<file path="src/inc/sgc_pkg.sv">
// Constants, state encoding and state record for the start-up gate command selector.
package sgc_pkg;

    // Clock rate of mclk in MHz.
    localparam int CLK_MHZ = 20;

    // Leading-edge blanking time in ns; a least time, rounded up.
    localparam int BLANK_NS = 240;
    localparam int BLANK_CYC_I = (BLANK_NS * CLK_MHZ + 999) / 1000;
    // Window-limit sensing interval after blanking in ns; rounded up.
    localparam int WIN_NS = 166;
    localparam int WIN_CYC_I = (WIN_NS * CLK_MHZ + 999) / 1000;
    // Fixed regulator off-time in us.
    localparam int OFF_US = 21;
    localparam int OFF_CYC_I = OFF_US * CLK_MHZ;
    // Command-loss timeout in us; the cycle count is a top parameter.
    localparam int CMD_LOSS_US = 260;
    localparam int CMD_LOSS_CYC_I = CMD_LOSS_US * CLK_MHZ;
    // Longest high or low level of a sleep-burst pulse in ns; rounded down.
    localparam int SLEEP_LVL_NS = 1100;
    localparam int SLEEP_LVL_CYC_I = (SLEEP_LVL_NS * CLK_MHZ) / 1000;
    // Default low-rate oscillator frequency in Hz; the period is a top parameter.
    localparam int OSC_HZ = 100;
    localparam int OSC_PERIOD_CYC_I = (CLK_MHZ * 1000000) / OSC_HZ;

    localparam logic [7:0] BLANK_CYC = 8'(BLANK_CYC_I);
    localparam logic [7:0] BLANK_WIN_END = 8'(BLANK_CYC_I + WIN_CYC_I);
    localparam logic [7:0] ON_CNT_MAX = 8'hff;
    localparam logic [9:0] OFF_CYC = 10'(OFF_CYC_I);
    localparam logic [15:0] CMD_LOSS_CYC_DEF = 16'(CMD_LOSS_CYC_I);
    localparam logic [15:0] EDGE_CNT_MAX = 16'hffff;
    localparam logic [15:0] SLEEP_LVL_CYC = 16'(SLEEP_LVL_CYC_I);
    localparam logic [23:0] OSC_PERIOD_CYC_DEF = 24'(OSC_PERIOD_CYC_I);
    localparam logic [23:0] OSC_CNT_ONE = 24'h000001;

    // Regulator periods per oscillator period.
    localparam logic [4:0] BURST_PULSES = 5'h10;
    // Five burst pulses give nine short levels between their ten edges.
    localparam logic [3:0] SLEEP_SHORT_LVLS = 4'h9;

    // Bit positions inside the synchroniser vectors.
    localparam int SY_PWM = 0;
    localparam int SY_PEAK = 1;
    localparam int SY_WIN = 2;
    localparam int SY_LOW = 3;
    localparam int SY_HIGH = 4;
    localparam int SY_BIAS = 5;
    localparam int SY_W = 6;

    typedef enum logic [1:0] {
        SGC_MD_INT = 2'b00,
        SGC_MD_EXT = 2'b01,
        SGC_MD_SLEEP = 2'b10
    } sgc_mode_e;

    typedef struct packed {
        logic [SY_W-1:0] sync1;
        logic [SY_W-1:0] sync2;
        logic pwm_prev;
        sgc_mode_e mode;
        logic gate;
        logic [7:0] on_cnt;
        logic [9:0] off_cnt;
        logic [4:0] burst_cnt;
        logic [23:0] osc_cnt;
        logic [15:0] edge_cnt;
        logic [3:0] short_cnt;
        logic ext_flag;
        logic sleep_flag;
        logic osc_flag;
    } sgc_state_s;

endpackage

</file>
<file path="src/logic/sgc_top.sv">
// Gate command selector: internal burst regulator, external command, sleep and limits.
//
// Function
// Active command input drives gate, not regulator.
// Command idle past timeout returns to regulator.
// Five fast pulses stop switching, enter sleep.
// Wake on new command pulses or supply-low lockout.
// Partner sends 20-65 kHz varying-duty command.
// Sixteen regulator periods per oscillator period.
// Oscillator gates only regulator-driven switching.
// Blank comparators at every on-time start.
// Peak-limit trip ends on-time, both modes.
// Window-limit counts only in window after blanking.
// Window-limit trip in window ends on-time.
// External commands accepted only with bias ready.
// Internal: trip, fixed off-time, auto restart.
// External: after trip wait next rising command.
// Regulator drives only after supply-low lockout releases.
// Supply-high lockout forces gate off always.
// Synchronise comparators, lockouts, command input.
// Sleep holds gate low, stops burst sequencing.
`timescale 1ns/1ps
`default_nettype none

module sgc_top
    import sgc_pkg::*;
#(
    parameter logic [15:0] CMD_LOSS_CYC = CMD_LOSS_CYC_DEF,
    parameter logic [23:0] OSC_PERIOD_CYC = OSC_PERIOD_CYC_DEF
) (
    // Clock and reset
    input wire logic mclk,
    input wire logic rst,
    // Asynchronous pin-side and analog indications
    input wire logic pwm_command,
    input wire logic peak_limit_comparator,
    input wire logic window_limit_comparator,
    input wire logic supply_low_lockout,
    input wire logic supply_high_lockout,
    input wire logic bias_ready,
    // Gate drive and status
    output logic gate_drive,
    output logic ext_mode,
    output logic sleep_mode,
    output logic low_rate_burst_oscillator
);

    ////////////////////////////////////////////////////////////////////////////////
    // State

    sgc_state_s q;
    sgc_state_s d;

    ////////////////////////////////////////////////////////////////////////////////
    // Next-state logic

    always_comb begin
        logic pwm;
        logic peak;
        logic win;
        logic low_lock;
        logic high_lock;
        logic bias;
        logic rise;
        logic fall;
        logic edge_seen;
        logic short_lvl;
        logic burst_seen;
        logic loss;
        logic blank;
        logic in_window;
        logic trip;
        logic allowed;
        logic burst_open;

        d = q;
        pwm = 1'b0;
        peak = 1'b0;
        win = 1'b0;
        low_lock = 1'b0;
        high_lock = 1'b0;
        bias = 1'b0;
        rise = 1'b0;
        fall = 1'b0;
        edge_seen = 1'b0;
        short_lvl = 1'b0;
        burst_seen = 1'b0;
        loss = 1'b0;
        blank = 1'b0;
        in_window = 1'b0;
        trip = 1'b0;
        allowed = 1'b0;
        burst_open = 1'b0;

        // Only the second stage is read by the logic below.
        d.sync1[SY_PWM] = pwm_command;
        d.sync1[SY_PEAK] = peak_limit_comparator;
        d.sync1[SY_WIN] = window_limit_comparator;
        d.sync1[SY_LOW] = supply_low_lockout;
        d.sync1[SY_HIGH] = supply_high_lockout;
        d.sync1[SY_BIAS] = bias_ready;
        d.sync2 = q.sync1;

        pwm = q.sync2[SY_PWM];
        peak = q.sync2[SY_PEAK];
        win = q.sync2[SY_WIN];
        low_lock = q.sync2[SY_LOW];
        high_lock = q.sync2[SY_HIGH];
        bias = q.sync2[SY_BIAS];

        d.pwm_prev = pwm;
        rise = pwm & ~q.pwm_prev;
        fall = ~pwm & q.pwm_prev;
        edge_seen = rise | fall;

        // Cycles since the last command edge, saturating; serves loss and burst detection.
        if (edge_seen) begin
            d.edge_cnt = '0;
        end else if (q.edge_cnt != EDGE_CNT_MAX) begin
            d.edge_cnt = q.edge_cnt + 16'h0001;
        end
        loss = (q.edge_cnt >= CMD_LOSS_CYC);

        // A level is short when the edge that ends it comes within the burst limit.
        short_lvl = (q.edge_cnt < SLEEP_LVL_CYC);
        if (edge_seen) begin
            if (!short_lvl) begin
                d.short_cnt = '0;
            end else if (q.short_cnt != SLEEP_SHORT_LVLS) begin
                d.short_cnt = q.short_cnt + 4'h1;
            end
        end
        burst_seen = edge_seen && short_lvl
            && (q.short_cnt == SLEEP_SHORT_LVLS - 4'h1);

        // Mode selection.
        case (q.mode)
            SGC_MD_INT: begin
                if (burst_seen) begin
                    d.mode = SGC_MD_SLEEP;
                end else if (rise && bias) begin
                    d.mode = SGC_MD_EXT;
                end
            end
            SGC_MD_EXT: begin
                if (burst_seen) begin
                    d.mode = SGC_MD_SLEEP;
                end else if (loss || !bias) begin
                    d.mode = SGC_MD_INT;
                end
            end
            SGC_MD_SLEEP: begin
                if (low_lock) begin
                    d.mode = SGC_MD_INT;
                end else if (rise) begin
                    d.mode = bias ? SGC_MD_EXT : SGC_MD_INT;
                end
            end
            default: begin
                d.mode = SGC_MD_INT;
            end
        endcase

        // Burst oscillator; frozen at the start of its period while asleep.
        if (q.mode == SGC_MD_SLEEP) begin
            d.osc_cnt = '0;
            d.burst_cnt = '0;
        end else if (q.osc_cnt >= OSC_PERIOD_CYC - OSC_CNT_ONE) begin
            d.osc_cnt = '0;
            d.burst_cnt = '0;
        end else begin
            d.osc_cnt = q.osc_cnt + OSC_CNT_ONE;
        end
        burst_open = (q.burst_cnt < BURST_PULSES);

        // Blanking and window timing counted from each on-time start.
        blank = (q.on_cnt < BLANK_CYC);
        in_window = !blank && (q.on_cnt < BLANK_WIN_END);
        trip = q.gate && !blank && (peak || (in_window && win));
        if (q.gate && q.on_cnt != ON_CNT_MAX) begin
            d.on_cnt = q.on_cnt + 8'h01;
        end

        // Lockouts override every command source.
        allowed = !high_lock && !low_lock;

        if (q.mode == SGC_MD_INT) begin
            if (q.gate) begin
                if (trip) begin
                    d.gate = 1'b0;
                    d.off_cnt = OFF_CYC;
                end
            end else if (q.off_cnt != '0) begin
                d.off_cnt = q.off_cnt - 10'h001;
            end else if (burst_open && allowed) begin
                d.gate = 1'b1;
                d.on_cnt = '0;
                // Counted on top of a wrap in this cycle, so a new period starts at one.
                d.burst_cnt = d.burst_cnt + 5'h01;
            end
        end else if (q.mode == SGC_MD_EXT) begin
            // The oscillator plays no part here; the command times the gate, and a limit trip can end the on-time early.
            if (q.gate) begin
                if (trip || fall) begin
                    d.gate = 1'b0;
                end
            end else if (rise && allowed) begin
                d.gate = 1'b1;
                d.on_cnt = '0;
            end
        end else begin
            d.gate = 1'b0;
        end

        // A mode change or a lockout ends any on-time and restarts the off-time.
        if (d.mode != q.mode || !allowed) begin
            d.gate = 1'b0;
            d.off_cnt = OFF_CYC;
        end
        if (d.mode == SGC_MD_SLEEP) begin
            d.gate = 1'b0;
        end

        d.ext_flag = (d.mode == SGC_MD_EXT);
        d.sleep_flag = (d.mode == SGC_MD_SLEEP);
        d.osc_flag = (d.mode != SGC_MD_SLEEP) && (d.burst_cnt < BURST_PULSES);
    end

    ////////////////////////////////////////////////////////////////////////////////
    // Registers

    always_ff @(posedge mclk) begin
        if (rst) begin
            q <= '0;
        end else begin
            q <= d;
        end
    end

    ////////////////////////////////////////////////////////////////////////////////
    // Outputs

    assign gate_drive = q.gate;
    assign ext_mode = q.ext_flag;
    assign sleep_mode = q.sleep_flag;
    assign low_rate_burst_oscillator = q.osc_flag;

endmodule

`default_nettype wire

</file>
<file path="config.mk">
export PLATFORM = sky130hd
export DESIGN_NAME = sgc_top
export DESIGN_NICKNAME = d
export VERILOG_FILES = /design/src/inc/sgc_pkg.sv /design/src/logic/sgc_top.sv
export SDC_FILE = /design/constraint.sdc
export NUM_CORES = 1
export LEC_CHECK = 0
export BUFFER_PORTS_ARGS = -buffer_cell sky130_fd_sc_hd__buf_2
export CAP_MARGIN = 10
export CORE_AREA = 10 10 139 141
export DETAILED_ROUTE_END_ITERATION = 7
export DIE_AREA = 0 0 149 151
export GPL_TIMING_DRIVEN = 0
export PLACE_DENSITY = 0.41
export RECOVER_POWER = 50
export SLEW_MARGIN = 0
export SYNTH_ARGS = -nofsm -noshare
export SYNTH_HDL_FRONTEND = slang
export SYNTH_SLANG_ARGS = --single-unit
</file>
<file path="constraint.sdc">
create_clock -name mclk -period 3.2 [get_ports mclk]
set_clock_uncertainty 0.15 [all_clocks]
set_input_delay 0.16 -clock mclk [delete_from_list [all_inputs] [get_ports mclk]]
set_output_delay 0.16 -clock mclk [all_outputs]
set_load 0.005 [all_outputs]
</file>
; Yosys cells after proc, flatten, opt, wreduce, memory -nomap -nowiden
; Index checks and enable logic that the tools add are counted.
[word_totals]
ff_bits = 86
latch_bits = 0
ram_bits = 0
romBits = 0
in_bits = 8
out_inout_bits = 4
elab_cells = 113
memories = 0
[op_classes]
addsub = 6
multipliers = 0
div = 0
order_cmp = 7
eq_ne = 13
shifts = 0
mux = 34
bitwise = 5
n_reduce_logical = 33
[op_table]
columns = op, count
row1 = $mux W9, 5
row2 = $mux W8, 4
row3 = $mux W10, 3
row4 = $mux W29, 1
row5 = $add A24 B1 Y24 const B, 1
row6 = $ge A24 B18 Y1 const B, 1
row7 = $mux W24, 1
row8 = $mux W5, 4
row9 = $add A16 B1 Y16 const B, 1
row10 = $ge A16 B13 Y1 const B, 1
row11 = $lt A16 B5 Y1 const B, 1
row12 = $ne A16 B16 Y1 const B, 1
row13 = $mux W14, 1
row14 = $logic_and A1 B1 Y1, 12
row15 = $mux W2, 6
row16 = $lt A5 B5 Y1 const B, 2
row17 = $reduce_bool A10 Y1, 1
row18 = $sub A10 B1 Y10 const B, 1
row19 = $add A8 B1 Y8 const B, 1
row20 = $lt A8 B3 Y1 const B, 1
row21 = $lt A8 B4 Y1 const B, 1
row22 = $mux W4, 2
row23 = $ne A8 B8 Y1 const B, 1
row24 = $mux W1, 6
row25 = other kinds (23), 39

; Logic depth before layout (Yosys ltp)
; Gate-level depths: netlist of the first run.
[depth]
depth_word = 11
ltp_mapped = 9
depth_no_buf = 9

; Least setup slack after synthesis of the first run
; No wires, ideal clock.
[synth_path]
path_kind = flip-flop to flip-flop
from = reg q[38] (netlist bit)
to = reg q (netlist bit low_rate_burst_oscillator)
setup_time_ps = 86
arrival_ps = 2237
required_ps = 2964
path_slack_ps = 727
stages_incl_launch_ff = 7
path_buffers = 0
period_less_slack_ps = 2473
path_cell_list = dfxtp_1 -> or4_4 -> or4_4 -> and3_4 -> ha_1 -> a41o_1 -> a211oi_1
[synth_between]
elab_chain_cells = 10
[synth_rtl]
columns = item, line
row1 = start: declaration, sgc_top.sv:51  ; sgc_state_s q;
row2 = start signal: assignment, sgc_top.sv:234  ; q <= '0;
row3 = start signal: assignment, sgc_top.sv:236  ; q <= d;
row4 = $ge A24 B18 Y1 *, sgc_top.sv:168  ; end else if (q.osc_cnt >= OSC_PERIOD_CYC - OSC_CNT_ONE) begin
row5 = $mux W5 *, sgc_top.sv:168
row6 = $mux W29 *, sgc_top.sv:165  ; if (q.mode == SGC_MD_SLEEP) begin
row7 = $add A5 B1 Y5, sgc_top.sv:199  ; d.burst_cnt = d.burst_cnt + 5'h01;
row8 = $mux W5, sgc_top.sv:195  ; end else if (burst_open && allowed) begin
row9 = $mux W5, sgc_top.sv:193  ; end else if (q.off_cnt != '0) begin
row10 = $mux W5, sgc_top.sv:188  ; if (q.gate) begin
row11 = $mux W14 *, sgc_top.sv:187  ; if (q.mode == SGC_MD_INT) begin
row12 = $lt A5 B5 Y1 *, sgc_top.sv:226  ; d.osc_flag = (d.mode != SGC_MD_SLEEP) && (d.burst_cnt < BURST_PULSES);
row13 = $logic_and A1 B1 Y1 *, sgc_top.sv:226
; Every way passes the cells marked *; elsewhere a longest branch is shown, timed or not. The select of a mux whose other input is x is not followed.
; A chain may end at the register's enable or synchronous reset.

; Worst setup path after layout of the first run
[layout_path]
from = reg q[23] (netlist bit)
to = reg q (netlist bit low_rate_burst_oscillator)
; Same word-level chain as after synthesis.

==> flow_summary.toml, run 1 <==
[worst_setup_path]
start_kind = "flop"
crit_path_top_delay_cell = "or4_1"
worst-path-max-fanout = 5
r2r_end = "low_rate_burst_oscillator"
arrival_ps = 2890
timing.rr.start = "q[23]"
reg2reg_slack_ps = 410
rr_worst_depth = 8
crit_path_start = "q[23]"
crit_path_end_kind = "flop"
path_class = "reg2reg"
slowest_delay_ps = 550
crit_required_ps = 3300
cp_cell_sequence = "ha_1 -> and4_1 -> a211oi_1 -> or4_1 -> and3_4 -> ha_1 -> a41o_1 -> a211oi_1"
critPathCapture = "low_rate_burst_oscillator"

[synth]
synth_edf_count = 0
async_reset_ff_frac = 0
synthCells = 457
yosysWarnings = 0
synth_cell_type_count = 64
yosys_most_used_dff = "dfxtp_1"
ys_seq_area_frac = 0.425
syn_area_per_cell_um2 = 8.87
synth_area_um2 = 4050
yosys_register_bits = 86

[placement]
dpl.hpwl_um = 6530
dp_slack_ps = 450
gp_congestion = 0.743
io_buffers = 10
place_inst = 692

[clock_network]
cts_tree = "yes"
cts-root-buf = "clkbuf_16"
cts.htree.levels = 3
clkSinkCount = 86
clkTransAtPathRegs_ps = 70
cts_made_buffers = 9
cts_buffer_depth = 2
insertion_delay_ps = 350
post-cts-setup-buffers = 0

[cells_and_area]
diodes = 0
drive_gt1_frac = 0.0850
area_delta_synth_final_pct = 16.7
nNetsFinal = 509
utilization = 0.287
layout_commonest_cell = "dfxtp_1"
final_cells = 714
mostFrequentLayoutCells = "86 x dfxtp_1, 60 x nor2_1, 26 x nand2_1"
fillers = 1754

[grt]
grt_use_total = 0.0853
grt_pass1_wl_um = 15600
grt_pass1_vias = 3218
antenna_found_initial = 0
grt_max_degree = 18
gr-total-overflow = 0

[detailed_routing]
detail-route-antenna-nets = 0
drt-pass1-iter-count = 4
dr_total_vias = 3285
m1WireLength_um = 4550
drc = 0
avgViaCountPerCell = 4.60
wl_met2_um = 4140
highest_layer = "met4"
drt_iter0_markers = 195
wl_met3_um = 207
wire_per_inst_um = 12.7
routed_wl_um = 9090

[power]
seqPwrFrac = 0.418
totalPowerFinal_uw = 2990
leakagePower_uw = 0.00169
pwr-share-clk = 0.347
p_int_uw = 2010
comb_power_share = 0.235
netSwitchingFraction = 0.329
p_per_area_nw_per_um2 = 633
p_sw_uw = 984
ir_drop_mv = 0.261

[timing]
hold_viol_final = 0
drv_slew = 0
setup_ws_ps = 408
slew_headroom = 0.561
worst_pin_slew_ps = 653
fin_crit_sh = 0.873
setup_tns_ps = 0
rsz0062_at_grt = "false"
period_minus_slack_ps = 2790
setup_viol = 0
fmax_mhz = 358

[die]
die_x_um = 149
fp-row-count = 47
dieArea_um2 = 22500
top_level_ports = 12
initial_core_util = 0.246
die_h_um = 151
core_area_um2 = 16500

[outcome]
status = "completed"

[flow_run]
drv_cap = 0

[worst_hold_path]
hold_path_depth = 3
holdCritPathClass = "in2reg"
-- Yosys cell counts, drive strengths merged (2+ instances only) --
| cell | instances | area share |
|---|---|---|
| clkbuf | 9 | 0.011 |
| nand2 | 26 | 0.024 |
| a21oi | 17 | 0.021 |
| mux2 | 2 | 0.0056 |
| nand3 | 15 | 0.020 |
| xor2 | 18 | 0.039 |
| a31o | 2 | 0.0043 |
| a31oi | 8 | 0.016 |
| a211oi | 10 | 0.019 |
| nand4b | 2 | 0.0043 |
| or2 | 2 | 0.0031 |
| and2 | 10 | 0.015 |
| dfxtp | 86 | 0.42 |
| a311oi | 2 | 0.0043 |
| and4 | 7 | 0.015 |
| or3 | 3 | 0.0046 |
| nor2b | 17 | 0.026 |
| xnor2 | 14 | 0.030 |
| o31ai | 2 | 0.0037 |
| o31a | 3 | 0.0065 |
| ha | 12 | 0.037 |
| nor2 | 60 | 0.056 |
| and3 | 10 | 0.017 |
| nand4 | 7 | 0.011 |
| o21ai | 14 | 0.017 |
| nor3 | 17 | 0.022 |
| inv | 22 | 0.020 |
| a21o | 2 | 0.0037 |
| nand2b | 3 | 0.0046 |
| or4 | 7 | 0.015 |
| o211ai | 4 | 0.0074 |
| nor4 | 10 | 0.015 |
| buf | 6 | 0.0086 |
| o2111ai | 5 | 0.012 |
| nor4b | 2 | 0.0043 |
-- kinds of logic after synthesis --
kind of cell             synth area share
AO/OA/AOI/OAI                       0.145
XOR/XNOR                           0.0692
adder cells (fa/ha/maj)            0.0371
buffers and inverters              0.0479
flip-flops                          0.425
multiplexers                      0.00803
other                            0.000926
AND/OR/NAND/NOR                     0.267
-- power by group through the flow --
stage          registers, µW  clock network, µW  logic, µW
2_1_floorplan           1250                  0        550
3_3_place_gp            1280                  0        699
3_5_place_dp            1270                  0        700
4_1_cts                 1250               1080        710
5_1_grt                 1270               1110        801
6_report                1250               1040        704
-- state kept, by name (all words and copies together), names as in the netlist --
signal and count:
sleep_mode 1, low_rate_burst_oscillator 1, gate_drive 1, q 75
d 7, ext_mode 1
-- stage by stage --
step / hold slack (ps) / area, µm²
after detailed placement: 236 / 4400
final: 139 / 4730
after global routing: 156 / 4730
after floorplan: 138 / 4070
after CTS: 87.5 / 4740
after global placement: 220 / 4400
-- what timing repair did --
item	CTS	global route
hold buffers	6	0
resized for setup	0	0
setup endpoints to repair	0	0
endpoints found under the hold margin	6	0
-- worst max-delay path, delay by kind of cell, from the launching register on --
family	cells	cell delay, ps
AO/OA/AOI/OAI	3	680
flip-flops	1	370
AND/OR/NAND/NOR	3	1070
adder cells (fa/ha/maj)	2	410
-- layer usage --
metal	track usage	vias up
met1	0.107	1547
met3	0.0191	15
met2	0.134	34
met4	0.0451	0
met5	0	-
li1	-	1689
-- cell type report --
cell class | count | area (µm²) | share of cell area
Multi-Input combinational cell | 338 | 2150 | 0.454
Sequential cell | 86 | 1720 | 0.364
Tap cell | 220 | 275 | 0.0582
Clock buffer | 9 | 225 | 0.0476
Buffer | 16 | 110 | 0.0233
Timing Repair Buffer | 16 | 106 | 0.0225
Inverter | 22 | 82.6 | 0.0175
Clock inverter | 7 | 62.6 | 0.0132
-- how the worst min path moves through the flow --
stage | slack, ps | end | startpoint
2_1_floorplan | 140 | d[74] | pwm_command
3_3_place_gp | 220 | d[78] | supply_high_lockout
3_5_place_dp | 240 | d[78] | supply_high_lockout
4_1_cts | 90 | q[48] | rst
5_1_grt | 160 | q[48] | rst
6_report | 140 | q[48] | rst
Power figures use the tool's default switching activity.
==> run 2: changes to the inputs <==
PLACE_DENSITY = 0.43   (was 0.41)
clock period = 2.3 ns   (was 3.2 ns; I/O delays follow)
==> flow_summary.toml, run 2 (synthesis gave the netlist of run 1 again) <==
[outcome]
status = "finished with violations"
violations = "setup timing"

[detailed_routing]
drc = 0
wl_met2_um = 4280
routed_wl_um = 9250
m1WireLength_um = 4490
drt_iter0_markers = 144
detail-route-antenna-nets = 0
avgViaCountPerCell = 4.57
highest_layer = "met4"
wire_per_inst_um = 12.8
dr_total_vias = 3314
drt-pass1-iter-count = 4
wl_met3_um = 327

[clock_network]
cts_made_buffers = 9
clkSinkCount = 86
cts_tree = "yes"
cts.htree.levels = 3
cts_buffer_depth = 2
insertion_delay_ps = 350
clkTransAtPathRegs_ps = 70
cts-root-buf = "clkbuf_16"

[die]
top_level_ports = 12
core_area_um2 = 16500
dieArea_um2 = 22500
initial_core_util = 0.246
die_x_um = 149
die_h_um = 151
fp-row-count = 47

[worst_setup_path]
crit_required_ps = 2400
slowest_delay_ps = 570
cp_cell_sequence = "or4_4 -> or4_4 -> and3_4 -> ha_4 -> a41o_1 -> and3_1"
cp_common_cell = "or4_4"
timing.rr.start = "q[37]"
crit_path_end_kind = "flop"
start_kind = "flop"
arrival_ps = 2470
worst-path-max-fanout = 3
path_class = "reg2reg"
crit_path_top_delay_cell = "or4_4"
crit_path_start = "q[37]"

[timing]
fmax_mhz = 423
worst_pin_slew_ps = 627
fin_crit_sh = 1.03
hold_viol_final = 0
rsz0062_at_grt = "true"
period_minus_slack_ps = 2370
drv_slew = 0
setup_ws_ps = -65.3
slew_headroom = 0.578
whs_ps = 76.9
setup_viol = 4

[power]
ir_drop_mv = 0.412
p_per_area_nw_per_um2 = 865
leakagePower_uw = 0.00176

[grt]
grt_use_total = 0.0863
grt_pass1_vias = 3242
antenna_found_initial = 0
gr-total-overflow = 0
grt_pass1_wl_um = 15700
grt_max_degree = 16

[cells_and_area]
stdcell_area_um2 = 5030
utilization = 0.305
drive_gt1_frac = 0.168
largest_reg_flops = 75
layout_commonest_cell = "dfxtp_1"
top_register = "q"
diodes = 0
area_delta_synth_final_pct = 24.2
nNetsFinal = 520
mostFrequentLayoutCells = "81 x dfxtp_1, 60 x nor2_1, 26 x nand2_1"

[placement]
dpl_cell_area_um2 = 4410
io_buffers = 10
dpl.hpwl_um = 6350
gp_congestion = 0.778

[worst_hold_path]
min-delay-start = "rst"
holdCritPathClass = "in2reg"

[flow_run]
drv_cap = 0
[run 2: where the power goes]
part / switching [µW] / internal, µW
combinational: 627 / 537
clock: 649 / 767
sequential: 153 / 1620
total: 1430 / 2920
[run 2: routing by layer]
| metal | track usage | up-vias |
|---|---|---|
| li1 | - | 1711 |
| met1 | 0.105 | 1560 |
| met2 | 0.134 | 31 |
| met3 | 0.0289 | 12 |
| met4 | 0.0412 | 0 |
| met5 | 0 | - |
[run 2: worst max-delay path: cells and delay by family (launching register included)]
kind / cells / cell delay (ps)
AO/OA/AOI/OAI: 1 / 190
AND/OR/NAND/NOR: 4 / 1440
adder cells (fa/ha/maj): 1 / 160
flip-flops: 1 / 330
[run 2: final cells by class]
type | instances | area (µm²)
Multi-Input combinational cell | 338 | 2350
Buffer | 15 | 113
Inverter | 22 | 82.6
Clock inverter | 6 | 45.0
Tap cell | 220 | 275
Fill cell | 1739 | 11400
Sequential cell | 86 | 1730
Timing Repair Buffer | 28 | 199
Clock buffer | 10 | 239
[run 2: what timing repair did]
| action | in CTS | in global routing |
|---|---|---|
| hold buffers | 6 | 0 |
| pin swaps | 8 | 10 |
| buffers inserted | 6 | 6 |
| endpoints found under the hold margin | 6 | 0 |
| setup endpoints to repair | 24 | 43 |
| gates resized for setup | 18 | 26 |
[run 2: final timing paths]
check	cells past startpoint	slack [ps]	end
hold / removal	3	80	q[48]
setup / recovery	6	-70	q[51]
setup reg to reg	6	-70	q[51]
hold reg to reg	1	290	q[78]
[run 2: through the flow]
stage	total power, µW	setup WS (ps)	instances	TNS, ps
CTS	4230	-68.4	719	-215
detailed placement	2750	-199	692	-3120
global route	4610	-122	725	-938
finish	4350	-65.3	725	-150
global placement	2750	-255	692	-2670
floorplan	2510	17.1	462	0
==> run 3: changes to the inputs <==
BUFFER_PORTS_ARGS = default   (was -buffer_cell sky130_fd_sc_hd__buf_2)
DONT_BUFFER_PORTS = 1   (was default)
PLACE_DENSITY = 0.42   (was 0.43)
==> flow_summary.toml, run 3 (synthesis gave the netlist of run 1 again) <==
[grt]
grt_use_total = 0.0871
grt_pass1_vias = 3222
gr-total-overflow = 0
grt_max_degree = 17
antenna_found_initial = 0
grt_pass1_wl_um = 15700

[timing]
setup_viol = 4
whs_ps = 100
rsz0062_at_grt = "true"
period_minus_slack_ps = 2400
setup_tns_ps = -247
slew_headroom = 0.574
drv_slew = 0
fin_crit_sh = 1.04
setup_ws_ps = -103
fmax_mhz = 416
hold_viol_final = 0
worst_pin_slew_ps = 633

[clock_network]
cts_made_buffers = 9
clkTransAtPathRegs_ps = 70
cts-root-buf = "clkbuf_16"
clkSinkCount = 86
cts_tree = "yes"
cts.htree.levels = 3
insertion_delay_ps = 350
cts_buffer_depth = 2

[detailed_routing]
drt-pass1-iter-count = 4
avgViaCountPerCell = 4.63
detail-route-antenna-nets = 0
routed_wl_um = 9440
drt_iter0_markers = 173
dr_total_vias = 3290
drc = 0
wire_per_inst_um = 13.3

[placement]
dp_slack_ps = -310
gp_congestion = 0.795
dpl_cell_area_um2 = 4360
dpl.hpwl_um = 6510
io_buffers = 0

[power]
p_per_area_nw_per_um2 = 896
p_sw_uw = 1450
p_int_uw = 3000
netSwitchingFraction = 0.325
ir_drop_mv = 0.379
pwr-share-clk = 0.341
seqPwrFrac = 0.400
comb_power_share = 0.259
leakagePower_uw = 0.00172
totalPowerFinal_uw = 4440

[die]
initial_core_util = 0.246
top_level_ports = 12
fp-row-count = 47
dieArea_um2 = 22500
core_area_um2 = 16500
die_x_um = 149
die_h_um = 151

[cells_and_area]
area_delta_synth_final_pct = 22.4
fillers = 1743
drive_gt1_frac = 0.149
stdcell_area_um2 = 4960
nNetsFinal = 505
layout_commonest_cell = "dfxtp_1"
largest_reg_flops = 75
mostFrequentLayoutCells = "79 x dfxtp_1, 60 x nor2_1, 26 x nand2_1"
top_register = "q"
diodes = 0

[worst_setup_path]
path_class = "reg2reg"
crit_path_end_kind = "flop"
worst-path-max-fanout = 3
crit_required_ps = 2400
arrival_ps = 2510
start_kind = "flop"
rr_worst_depth = 6

[flow_run]
drv_cap = 0

[worst_hold_path]
hold_path_depth = 3
holdCritPathClass = "in2reg"

[outcome]
violations = "setup timing"
status = "finished with violations"
run 3: cell count changes in the layout (fill, tap and decap cells not counted), moves of 2 or more:
| cell | before | now |
|---|---|---|
| dfxtp_2 | 5 | 7 |
| clkbuf_1 | 12 | 9 |
| buf_4 | 13 | 7 |
| clkbuf_4 | 0 | 2 |
| clkinvlp_4 | 3 | 0 |
| clkinv_4 | 0 | 4 |
| buf_2 | 8 | 0 |
| dfxtp_1 | 81 | 79 |
run 3: per-layer routing:
metal / track usage / up-vias / wire (µm) / part of all wire
li1: - / 1681 / - / -
met1: 0.103 / 1578 / 4620 / 0.49
met2: 0.142 / 22 / 4440 / 0.47
met3: 0.0254 / 9 / 257 / 0.027
met4: 0.0422 / 0 / 121 / 0.013
met5: 0 / - / 0 / 0
run 3: through the flow:
stage                     utilization  cells
after detailed placement        0.265    682
after floorplan                     -    462
final                           0.301    710
after CTS                       0.293    706
after global routing            0.301    710
after global placement          0.265    682
run 3: final cells by class:
type / instances / area, µm² / area share
Buffer: 15 / 118 / 0.0237
Inverter: 22 / 82.6 / 0.0166
Multi-Input combinational cell: 338 / 2330 / 0.470
Tap cell: 220 / 275 / 0.0555
Sequential cell: 86 / 1730 / 0.349
Clock inverter: 7 / 82.6 / 0.0166
Timing Repair Buffer: 13 / 113 / 0.0227
Clock buffer: 9 / 225 / 0.0454
run 3: final timing paths:
kind | start | end | slack, ps
setup reg to reg | q[38] | low_rate_burst_oscillator | -100
hold reg to reg | d[75] | q[75] | 290
hold / removal | rst | q[48] | 100
setup / recovery | q[38] | low_rate_burst_oscillator | -100
run 3: what timing repair did:
item | in CTS | in global routing
pin swaps | 7 | 14
endpoints found under the setup margin | 25 | 40
buffers inserted | 3 | 4
endpoints found under the hold margin | 6 | 0
gates cloned | 0 | 0
gates resized for setup | 18 | 28
hold buffers | 6 | 0
run 3: power groups by stage:
stage / Combinational, µW / Sequential, µW / Clock (µW)
6_report: 1150 / 1780 / 1510
5_1_grt: 1280 / 1800 / 1630
3_3_place_gp: 952 / 1780 / 0
3_5_place_dp: 965 / 1780 / 0
2_1_floorplan: 765 / 1740 / 0
4_1_cts: 1000 / 1750 / 1570
run 3: critical path: stages, from the launching register on:
cell and delay (ps):
dfxtp_2 320, or4_4 570, or4_4 520, and3_4 180, ha_4 160, a41o_1 190
a211oi_2 230
